===== src/common/sli_pkg.sv =====
package sli_pkg;
  localparam int unsigned SLI_CLK_HZ = 125000000;
  // Flash rates in hertz; each phase is half a period.
  localparam int unsigned SLI_FAST_HZ = 2;
  localparam int unsigned SLI_SLOW_HZ = 1;
  localparam int unsigned SLI_FAST_HALF_CYC = SLI_CLK_HZ / (2 * SLI_FAST_HZ);
  localparam int unsigned SLI_SLOW_HALF_CYC = SLI_CLK_HZ / (2 * SLI_SLOW_HZ);
  // Lamp test at power-up, in milliseconds (under one second).
  localparam int unsigned SLI_LAMP_TEST_MS = 500;
  localparam int unsigned SLI_LAMP_TEST_CYC =
    SLI_CLK_HZ / 1000 * SLI_LAMP_TEST_MS;
  // Boot mode all-lamps phase, in milliseconds (3 to 4 seconds).
  localparam int unsigned SLI_BOOT_TEST_MS = 3500;
  localparam int unsigned SLI_BOOT_TEST_CYC =
    SLI_CLK_HZ / 1000 * SLI_BOOT_TEST_MS;
  // Visible stretch of one yellow blink, in milliseconds.
  localparam int unsigned SLI_YEL_MS = 100;
  localparam int unsigned SLI_YEL_CYC = SLI_CLK_HZ / 1000 * SLI_YEL_MS;
  localparam int unsigned SLI_CNT_W = 32;

  typedef enum logic [1:0] {
    SLI_PAT_OFF = 2'b00,
    SLI_PAT_FAST = 2'b01,
    SLI_PAT_SLOW = 2'b10,
    SLI_PAT_ON = 2'b11
  } sli_pat_type;

  typedef enum logic [2:0] {
    SLI_PH_TEST = 3'b000,
    SLI_PH_BOOT_TEST = 3'b001,
    SLI_PH_BOOT = 3'b010,
    SLI_PH_START = 3'b011,
    SLI_PH_NORMAL = 3'b100,
    SLI_PH_OPER = 3'b101
  } sli_phase_type;
endpackage


===== src/common/sli_flash_if.sv =====
`timescale 1ns/10ps
interface sli_flash_if;
  logic fast_ph;
  logic slow_ph;
  modport gen (output fast_ph, output slow_ph);
  modport use_side (input fast_ph, input slow_ph);
endinterface


===== src/hdl/sli_flash_gen.sv =====
`timescale 1ns/10ps
module sli_flash_gen
  import sli_pkg::*;
#(
  parameter int unsigned FAST_HALF = SLI_FAST_HALF_CYC,
  parameter int unsigned SLOW_HALF = SLI_SLOW_HALF_CYC
) (
  input wire logic core_clk_in, // System clock.
  input wire logic rst_b_in, // Asynchronous reset, active low.
  sli_flash_if.gen flash // Flash phase outputs.
);
  logic [SLI_CNT_W-1:0] fast_cnt_r;
  logic [SLI_CNT_W-1:0] slow_cnt_r;

  // Both phases come from one clock so the two rates stay aligned.
  always_ff @(posedge core_clk_in or negedge rst_b_in) begin
    if (!rst_b_in) begin
      fast_cnt_r <= '0;
      flash.fast_ph <= 1'b0;
    end else if (fast_cnt_r == SLI_CNT_W'(FAST_HALF - 1)) begin
      fast_cnt_r <= '0;
      flash.fast_ph <= ~flash.fast_ph;
    end else begin
      fast_cnt_r <= fast_cnt_r + 1'b1;
    end
  end

  always_ff @(posedge core_clk_in or negedge rst_b_in) begin
    if (!rst_b_in) begin
      slow_cnt_r <= '0;
      flash.slow_ph <= 1'b0;
    end else if (slow_cnt_r == SLI_CNT_W'(SLOW_HALF - 1)) begin
      slow_cnt_r <= '0;
      flash.slow_ph <= ~flash.slow_ph;
    end else begin
      slow_cnt_r <= slow_cnt_r + 1'b1;
    end
  end
endmodule


===== src/hdl/sli_status_led.sv =====
// Overview of operation
// - Fast flash toggles at 2 Hz, equal on and off halves.
// - Slow flash toggles at 1 Hz, equal on and off halves.
// - After power-up all three lamps light together for under a second.
// - Bootloader: power and alarm steady on, communication lamp dark.
// - Start-up: power lamp fast-flashes, others dark.
// - Normal phase: power lamp steady on, others dark.
// - Operating: fast if measuring off, slow if manual control, else on.
// - Alarm: off, fast on warning, slow on past warning, on for error.
// - Blue: off radio off, fast advertising, slow faulty, on connected.
// - Communication lamp shows only white, blue or yellow.
// - Yellow blink only for valid CRC and supported function code.
// - Yellow blink also needs own slave address.
// - Button held at power-up: lamps lit 3-4 s, then boot lamps.
`timescale 1ns/10ps
module sli_status_led
  import sli_pkg::*;
#(
  parameter int unsigned LAMP_TEST_CYC = SLI_LAMP_TEST_CYC,
  parameter int unsigned BOOT_TEST_CYC = SLI_BOOT_TEST_CYC,
  parameter int unsigned YEL_CYC = SLI_YEL_CYC,
  parameter int unsigned FAST_HALF = SLI_FAST_HALF_CYC,
  parameter int unsigned SLOW_HALF = SLI_SLOW_HALF_CYC
) (
  input wire logic core_clk_in, // System clock, 125 MHz.
  input wire logic rst_b_in, // Power-on reset, active low.
  input wire logic button_in, // Push button level, high when pressed.
  input wire logic boot_done_in, // Firmware left bootloader.
  input wire logic startup_done_in, // Start-up phase finished.
  input wire logic operating_in, // Device in operating mode.
  input wire logic is_controller_in, // Variant with control valve.
  input wire logic meas_enabled_in, // Measurement enabled.
  input wire logic ctrl_auto_in, // Control in automatic mode.
  input wire logic warn_active_in, // A warning is active.
  input wire logic warn_past_in, // A warning occurred and cleared.
  input wire logic error_in, // An error is active.
  input wire logic radio_on_in, // Wireless radio powered.
  input wire logic radio_adv_in, // Wireless advertising.
  input wire logic radio_fault_in, // Wireless radio faulty.
  input wire logic radio_conn_in, // Wireless link connected.
  input wire logic mb_req_in, // One-cycle pulse: request received.
  input wire logic mb_crc_ok_in, // Request CRC good.
  input wire logic mb_func_ok_in, // Function code supported.
  input wire logic mb_addr_ok_in, // Address matches own station.
  output logic power_state_lamp_out, // Green lamp drive.
  output logic alarm_lamp_out, // Red lamp drive.
  output logic comm_red_out, // Communication lamp red channel.
  output logic comm_green_out, // Communication lamp green channel.
  output logic comm_blue_out, // Communication lamp blue channel.
  output logic boot_mode_out // High while in bootloader display.
);
  sli_flash_if flash ();
  sli_phase_type phase_r;
  logic [SLI_CNT_W-1:0] ph_cnt_r;
  logic [SLI_CNT_W-1:0] yel_cnt_r;
  logic yel_r;
  logic mb_hit;
  sli_pat_type pwr_pat;
  sli_pat_type alm_pat;
  sli_pat_type blue_pat;
  logic pwr_nxt;
  logic alm_nxt;
  logic blue_nxt;

  sli_flash_gen #(
    .FAST_HALF(FAST_HALF),
    .SLOW_HALF(SLOW_HALF)
  ) u_flash (
    .core_clk_in(core_clk_in),
    .rst_b_in(rst_b_in),
    .flash(flash)
  );

  function automatic logic pat_lvl(input sli_pat_type p, input logic f,
                                   input logic s);
    logic v;
    v = 1'b0;
    unique case (p)
      SLI_PAT_OFF: v = 1'b0;
      SLI_PAT_FAST: v = f;
      SLI_PAT_SLOW: v = s;
      SLI_PAT_ON: v = 1'b1;
    endcase
    return v;
  endfunction

  // The button is sampled on the last cycle of the lamp test; if it is high
  // then, the longer boot-mode test follows.
  always_ff @(posedge core_clk_in or negedge rst_b_in) begin
    if (!rst_b_in) begin
      phase_r <= SLI_PH_TEST;
      ph_cnt_r <= '0;
    end else begin
      unique case (phase_r)
        SLI_PH_TEST: begin
          ph_cnt_r <= ph_cnt_r + 1'b1;
          if (ph_cnt_r == SLI_CNT_W'(LAMP_TEST_CYC - 1)) begin
            ph_cnt_r <= '0;
            phase_r <= button_in ? SLI_PH_BOOT_TEST : SLI_PH_START;
          end
        end
        SLI_PH_BOOT_TEST: begin
          ph_cnt_r <= ph_cnt_r + 1'b1;
          if (ph_cnt_r == SLI_CNT_W'(BOOT_TEST_CYC - LAMP_TEST_CYC - 1))
          begin
            ph_cnt_r <= '0;
            phase_r <= SLI_PH_BOOT;
          end
        end
        SLI_PH_BOOT: begin
          if (boot_done_in) begin
            phase_r <= SLI_PH_START;
          end
        end
        SLI_PH_START: begin
          if (startup_done_in) begin
            phase_r <= SLI_PH_NORMAL;
          end
        end
        SLI_PH_NORMAL: begin
          if (operating_in) begin
            phase_r <= SLI_PH_OPER;
          end
        end
        SLI_PH_OPER: begin
          if (!operating_in) begin
            phase_r <= SLI_PH_NORMAL;
          end
        end
        default: begin
          phase_r <= SLI_PH_TEST;
        end
      endcase
    end
  end

  assign mb_hit = mb_req_in & mb_crc_ok_in & mb_func_ok_in
                  & mb_addr_ok_in;

  // A new request restarts the stretch, so a burst reads as one glow.
  always_ff @(posedge core_clk_in or negedge rst_b_in) begin
    if (!rst_b_in) begin
      yel_cnt_r <= '0;
      yel_r <= 1'b0;
    end else if (mb_hit && phase_r == SLI_PH_OPER) begin
      yel_cnt_r <= SLI_CNT_W'(YEL_CYC - 1);
      yel_r <= 1'b1;
    end else if (yel_cnt_r != '0) begin
      yel_cnt_r <= yel_cnt_r - 1'b1;
    end else begin
      yel_r <= 1'b0;
    end
  end

  always_comb begin
    pwr_pat = SLI_PAT_OFF;
    alm_pat = SLI_PAT_OFF;
    blue_pat = SLI_PAT_OFF;
    unique case (phase_r)
      SLI_PH_TEST, SLI_PH_BOOT_TEST: begin
        pwr_pat = SLI_PAT_ON;
      end
      SLI_PH_BOOT: begin
        pwr_pat = SLI_PAT_ON;
        alm_pat = SLI_PAT_ON;
      end
      SLI_PH_START: pwr_pat = SLI_PAT_FAST;
      SLI_PH_NORMAL: pwr_pat = SLI_PAT_ON;
      SLI_PH_OPER: begin
        if (!meas_enabled_in) begin
          pwr_pat = SLI_PAT_FAST;
        end else if (is_controller_in && !ctrl_auto_in) begin
          pwr_pat = SLI_PAT_SLOW;
        end else begin
          pwr_pat = SLI_PAT_ON;
        end
        if (error_in) begin
          alm_pat = SLI_PAT_ON;
        end else if (warn_active_in) begin
          alm_pat = SLI_PAT_FAST;
        end else if (warn_past_in) begin
          alm_pat = SLI_PAT_SLOW;
        end
        if (!radio_on_in) begin
          blue_pat = SLI_PAT_OFF;
        end else if (radio_fault_in) begin
          blue_pat = SLI_PAT_SLOW;
        end else if (radio_conn_in) begin
          blue_pat = SLI_PAT_ON;
        end else if (radio_adv_in) begin
          blue_pat = SLI_PAT_FAST;
        end
      end
      default: pwr_pat = SLI_PAT_OFF;
    endcase
    pwr_nxt = pat_lvl(pwr_pat, flash.fast_ph, flash.slow_ph);
    alm_nxt = pat_lvl(alm_pat, flash.fast_ph, flash.slow_ph);
    blue_nxt = pat_lvl(blue_pat, flash.fast_ph, flash.slow_ph);
  end

  wire logic all_on = (phase_r == SLI_PH_TEST)
                      || (phase_r == SLI_PH_BOOT_TEST);

  // Lamp test shows white; otherwise blue wins over yellow.
  always_ff @(posedge core_clk_in or negedge rst_b_in) begin
    if (!rst_b_in) begin
      power_state_lamp_out <= 1'b0;
      alarm_lamp_out <= 1'b0;
      comm_red_out <= 1'b0;
      comm_green_out <= 1'b0;
      comm_blue_out <= 1'b0;
      boot_mode_out <= 1'b0;
    end else begin
      power_state_lamp_out <= all_on | pwr_nxt;
      alarm_lamp_out <= all_on | alm_nxt;
      boot_mode_out <= (phase_r == SLI_PH_BOOT);
      if (all_on) begin
        comm_red_out <= 1'b1;
        comm_green_out <= 1'b1;
        comm_blue_out <= 1'b1;
      end else if (blue_pat != SLI_PAT_OFF) begin
        comm_red_out <= 1'b0;
        comm_green_out <= 1'b0;
        comm_blue_out <= blue_nxt;
      end else begin
        comm_red_out <= yel_r;
        comm_green_out <= yel_r;
        comm_blue_out <= 1'b0;
      end
    end
  end
endmodule


===== config.mk =====
export PLATFORM = sky130hd
export DESIGN_NAME = sli_status_led
export DESIGN_NICKNAME = d
export VERILOG_FILES = /design/src/common/sli_pkg.sv /design/src/common/sli_flash_if.sv /design/src/hdl/sli_flash_gen.sv /design/src/hdl/sli_status_led.sv
export SDC_FILE = /design/constraint.sdc
export NUM_CORES = 1
export LEC_CHECK = 0
export ABC_AREA = 1
export BUFFER_PORTS_ARGS = -buffer_cell sky130_fd_sc_hd__buf_2
export CORE_ASPECT_RATIO = 1.1
export CORE_UTILIZATION = 58
export CTS_CLUSTER_SIZE = 24
export DETAILED_ROUTE_END_ITERATION = 7
export GPL_ROUTABILITY_DRIVEN = 0
export PLACE_DENSITY = 0.74
export SKIP_CTS_REPAIR_TIMING = 1
export SYNTH_ARGS = -nofsm -noshare
export SYNTH_HDL_FRONTEND = slang
export SYNTH_SLANG_ARGS = --single-unit

===== constraint.sdc =====
create_clock -name core_clk_in -period 3.45 [get_ports core_clk_in]
set_input_delay 0.5175 -clock core_clk_in [delete_from_list [all_inputs] [get_ports core_clk_in]]
set_output_delay 0.5175 -clock core_clk_in [all_outputs]
set_load 0.01 [all_outputs]

==> impl_metrics.env, run 1 <==
export IMPL_antenna_cells=0
export IMPL_tightest_slew_ns=0.883
export IMPL_finalClockSkew_ns=0.00654
export IMPL_routed_via_density=5.23
export IMPL_reg2reg_depth=8
export IMPL_slew_violations=0
export IMPL_synthesis_area_um2=8490
export IMPL_p_total_uw=5040
export IMPL_ys_warn_count=0
export IMPL_worstReg2RegStart="phase_r[0]"
export IMPL_rows=46
export IMPL_routed_via_count=7423
export IMPL_p_comb_frac=0.219
export IMPL_cts_tree="done"
export IMPL_htreeDepth=4
export IMPL_syn_to_final_growth_pct=11.3
export IMPL_synthTopCellsByArea="dfrtp_1 (41%), nand2_1 (13%), nor2_1 (9.9%)"
export IMPL_drtIter0Drc=625
export IMPL_fin_nets=1241
export IMPL_critPathLaunch="phase_r[0]"
export IMPL_ir_drop_mv=0.415
export IMPL_numCtsBuffers=17
export IMPL_maxSlewHeadroom=0.409
export IMPL_period_share=0.580
export IMPL_p_switching_uw=1630
export IMPL_synth_top_area_share=0.410
export IMPL_drive_above_1_share=0.0912
export IMPL_grt_pass1_wl_um=32900
export IMPL_max_clock_freq_ghz=0.500
export IMPL_start_util=0.592
export IMPL_p_leak_uw=0.00460
export IMPL_die_area_um2=15100
export IMPL_grt_overflow_total=0
export IMPL_max_cap_viol_count=0
export IMPL_wl_per_cell_um=13.4
export IMPL_io_pins=26
export IMPL_crit_arrival_ns=2.32
export IMPL_critPathKind="reg2reg"
export IMPL_grt_total_usage=0.270
export IMPL_dp_hpwl_um=14300
export IMPL_p_int_uw=3410
export IMPL_hold_viol_final=0
export IMPL_synth_distinct_cells=45
export IMPL_ys_seq_elements=139
export IMPL_path_max_fanout=19
export IMPL_worstHoldPathType="in2async"
export IMPL_yosys_cell_count_top_type="nand2_1"
export IMPL_fillers=1265
export IMPL_power_frac_clock=0.384
export IMPL_power_density_nw_per_um2=534
export IMPL_setup_viol=0
export IMPL_syn_nets=1203
export IMPL_die_height_um=129
export IMPL_drc=0
export IMPL_min_period_ns=2.00
export IMPL_synthFlopType="dfrtp_1"
export IMPL_antenna_left=0
export IMPL_tns_ns=0
export IMPL_grt_pass1_vias=7127
export IMPL_antenna_found_initial=0
export IMPL_rsz0062_at_grt="false"
export IMPL_die_w_um=117
export IMPL_clock_sinks=139
export IMPL_drt_pass1_iterations=6
export IMPL_critical_path_endpoint_type="flop"
export IMPL_hold_ws_ns=0.101
export IMPL_wl_um=19100
export IMPL_async_flop_share=1.00
export IMPL_grt_max_degree=76
export IMPL_yosysSeqAreaShare=0.410
export IMPL_syn_inst=1178
export IMPL_synth_edff_count=0
export IMPL_startpoint_type="flop"
export IMPL_cts_root_buf="clkbuf_16"
export IMPL_synthTopCellsByCount="nand2_1 (287), nor2_1 (223), inv_1 (172)"
export IMPL_status="finished, final reports clean"
export IMPL_clk_path_buf_depth=2
export IMPL_seq_power_share=0.397
export IMPL_io_buffers=25
export IMPL_required_ns=3.77
export IMPL_clkTransAtPathRegs_ns=0.06
export IMPL_clock_latency_ns=0.43
export IMPL_power_switching_share=0.323
export IMPL_syn_area_per_cell_um2=7.20
export IMPL_final_util=0.659
export IMPL_coreArea_um2=14300
export IMPL_yosysTopAreaCell="dfrtp_1"
[through the flow]
| step | setup slack [ns] | area, um^2 | cells |
|---|---|---|---|
| floorplan | 1.90 | 8490 | 1178 |
| global route | 1.24 | 9440 | 1420 |
| finish | 1.45 | 9440 | 1420 |
| detailed placement | 1.39 | 8820 | 1389 |
| global placement | 1.39 | 8820 | 1389 |
| CTS | 1.46 | 9440 | 1420 |
[cells in the final DEF, fill, tap and decap left out, drive strengths merged, types with 12 or more instances in the layout]
cell type    n
a21oi       18
buf         28
clkbuf      20
dfrtp      139
inv        179
nand2      294
nand3       74
nand4       31
nor2       242
nor3        58
nor4        12
o21ai       24
xnor2       13
xor2        53
[layer usage]
layer | track usage | part of all wire
met5 | 0 | 0
met4 | 0.0963 | 0.020
met3 | 0.0483 | 0.043
met2 | 0.458 | 0.48
met1 | 0.350 | 0.46
[critical path, cell delays in order (launching register included)]
cell and delay (ns):
dfrtp_1 0.49, inv_2 0.13, nor3_4 0.07, nand3_4 0.21
clkinv_4 0.20, nor3_4 0.51, inv_2 0.14, nand2_1 0.09
inv_1 0.04
[flip-flops by register name, summed over array words and instances, names as in the netlist]
register               cells
u_flash.flash.slow_ph      1
alarm_lamp_out             1
yel_cnt_r                 32
power_state_lamp_out       1
comm_blue_out              1
phase_r                    3
u_flash.flash.fast_ph      1
ph_cnt_r                  32
u_flash.slow_cnt_r        32
boot_mode_out              1
u_flash.fast_cnt_r        32
yel_r                      1
comm_green_out             1
[cell type report]
cell class	instances	area, um^2	share of cell area
Clock inverter	11	169	0.0179
Clock buffer	20	457	0.0484
Timing Repair Buffer	28	166	0.0176
Sequential cell	139	3480	0.368
Tap cell	192	240	0.0254
Inverter	180	688	0.0729
Multi-Input combinational cell	850	4240	0.449
[cells by family after synthesis]
group / Yosys count / synth area share
buffers and inverters: 189 / 0.0901
adders and majority gates: 5 / 0.00737
xor gates and xnor gates: 66 / 0.0681
DFF: 139 / 0.410
AOI/OAI and AO/OA: 51 / 0.0327
and+or+nand+nor: 728 / 0.392
[power by group through the flow]
| stage | combinational (uW) | clock, uW | sequential (uW) |
|---|---|---|---|
| after global routing | 1250 | 2030 | 2030 |
| after detailed placement | 1090 | 0 | 2020 |
| final | 1100 | 1930 | 2000 |
| after CTS | 1110 | 1970 | 2000 |
| after global placement | 1080 | 0 | 2020 |
| after floorplan | 876 | 0 | 1980 |
[worst paths after layout]
check	slack, ns	to
min in group core_clk_in	0.38	alarm_lamp_out
max in group asynchronous	2.59	yel_cnt_r[22]
worst min-delay path	0.10	ph_cnt_r[25]
worst min register to register	0.46	u_flash.slow_cnt_r[0]
worst max-delay path	1.45	yel_cnt_r[10]
worst max register to register	1.45	yel_cnt_r[10]
(Power assumes the default switching activity.)
==> run 2: changes to the inputs <==
==> constraint.sdc (replaced) <==
create_clock -name core_clk_in -period 1.85 [get_ports core_clk_in]
set_input_delay 0.2775 -clock core_clk_in [delete_from_list [all_inputs] [get_ports core_clk_in]]
set_output_delay 0.2775 -clock core_clk_in [all_outputs]
set_load 0.01 [all_outputs]
==> run 2 against run 1 <==
Net effect: combinational power is 110% higher; highest routed layer unchanged; maximum frequency up 17%; wire length grew 2.0%; cell area is 2.2% higher; power increased by 87%; clock power is 73% higher.
==> impl_metrics.env, run 2 (same netlist as run 1, synthesis figures left out) <==
export IMPL_die_height_um=129
export IMPL_slew_violations=0
export IMPL_clock_latency_ns=0.43
export IMPL_rows=46
export IMPL_clkTransAtPathRegs_ns=0.06
export IMPL_setup_viol=0
export IMPL_critical_path_endpoint_type="flop"
export IMPL_min_period_ns=1.71
export IMPL_routed_via_count=7559
export IMPL_tightest_slew_ns=0.503
export IMPL_crit_arrival_ns=2.04
export IMPL_antenna_cells=0
export IMPL_dp_hpwl_um=14100
export IMPL_coreArea_um2=14300
export IMPL_path_max_fanout=5
export IMPL_finalClockSkew_ns=0.0107
export IMPL_grt_pass1_wl_um=32900
export IMPL_worstHoldPathType="in2reg"
export IMPL_fin_ws_ns=0.136
export IMPL_final_common_cell="nand2_1"
export IMPL_drc=0
export IMPL_p_total_uw=9430
export IMPL_startpoint_type="flop"
export IMPL_postPlaceCellArea_um2=8960
export IMPL_grt_max_degree=62
export IMPL_htreeDepth=4
export IMPL_mostFrequentLayoutCells="nand2_1 (286), nor2_1 (222), inv_1 (170)"
export IMPL_post_place_ws_ns=-0.00343
export IMPL_ir_drop_mv=0.665
export IMPL_fin_nets=1268
export IMPL_cts_tree="done"
export IMPL_antenna_left=0
export IMPL_antenna_found_initial=0
export IMPL_drtIter0Drc=548
export IMPL_grt_total_usage=0.272
export IMPL_syn_to_final_growth_pct=13.7
export IMPL_grt_pass1_vias=7144
export IMPL_max_clock_freq_ghz=0.583
export IMPL_clock_sinks=139
export IMPL_clk_path_buf_depth=2
export IMPL_wl_per_cell_um=13.4
export IMPL_grt_overflow_total=0
export IMPL_die_w_um=117
export IMPL_start_util=0.592
export IMPL_maxSlewHeadroom=0.662
export IMPL_die_area_um2=15100
export IMPL_critPathKind="reg2reg"
export IMPL_wl_um=19500
export IMPL_io_pins=26
export IMPL_status="finished, final reports clean"
export IMPL_required_ns=2.17
export IMPL_max_cap_viol_count=0
export IMPL_p_leak_uw=0.00471
export IMPL_drive_above_1_share=0.115
export IMPL_power_density_nw_per_um2=978
export IMPL_drt_pass1_iterations=5
export IMPL_numCtsBuffers=17
export IMPL_io_buffers=25
export IMPL_period_share=0.927
export IMPL_routed_via_density=5.22
export IMPL_stdcell_area_um2=9650
export IMPL_fillers=1234
export IMPL_cts_root_buf="clkbuf_16"
export IMPL_hold_viol_final=0
==> run 2: routing by layer <==
| metal | vias to the layer above | global-route usage | share of wire |
|---|---|---|---|
| li1 | 3817 | - | - |
| met1 | 3446 | 0.360 | 0.44 |
| met2 | 258 | 0.443 | 0.47 |
| met3 | 38 | 0.0443 | 0.059 |
| met4 | 0 | 0.124 | 0.023 |
| met5 | - | 0 | 0 |
==> run 2: critical path, cell delays in order, from the launching register on <==
cell and delay (ns):
dfrtp_1 0.42, nor2_1 0.20, nand2_1 0.12, nor2_1 0.19, nand2_1 0.23, nor2_1 0.19
xor2_1 0.20, nor3_2 0.05
==> run 2: worst paths after layout <==
check                                      start                endpoint  slack (ns)  depth (start not counted)
max in group asynchronous               rst_b_in  u_flash.slow_cnt_r[27]        0.86                          3
hold / removal                          error_in          alarm_lamp_out        0.14                          5
setup reg to reg                   yel_cnt_r[12]           yel_cnt_r[29]        0.14                          7
setup / recovery                   yel_cnt_r[12]           yel_cnt_r[29]        0.14                          7
hold reg to reg            u_flash.fast_cnt_r[0]   u_flash.fast_cnt_r[0]        0.46                          1
min in group asynchronous               rst_b_in            ph_cnt_r[29]        0.33                          2
==> run 2: final cells by class <==
| class | count | area (um^2) | area share |
|---|---|---|---|
| multi-input cells | 852 | 4300 | 0.445 |
| flip-flops and latches | 139 | 3480 | 0.361 |
| inverters | 180 | 688 | 0.0713 |
| clock buffers | 18 | 429 | 0.0445 |
| repair buffers | 53 | 369 | 0.0383 |
| well taps | 192 | 240 | 0.0249 |
| clock inverters | 14 | 145 | 0.0150 |
==> run 2: stage by stage <==
step / util / TNS, ns / hold slack (ns) / std cells
CTS: 0.665 / -0.0000819 / -0.228 / 1438
finish: 0.673 / 0 / 0.141 / 1448
global route: 0.673 / -0.0121 / 0.178 / 1448
global placement: 0.625 / 0 / 0.221 / 1406
floorplan: - / 0 / -0.0181 / 1178
detailed placement: 0.625 / -0.00585 / 0.226 / 1406
==> run 2: report_power, final <==
group	total (uW)	switching, uW	internal, uW
logic	2360	1500	857
registers	3740	354	3390
clock network	3340	1350	1980
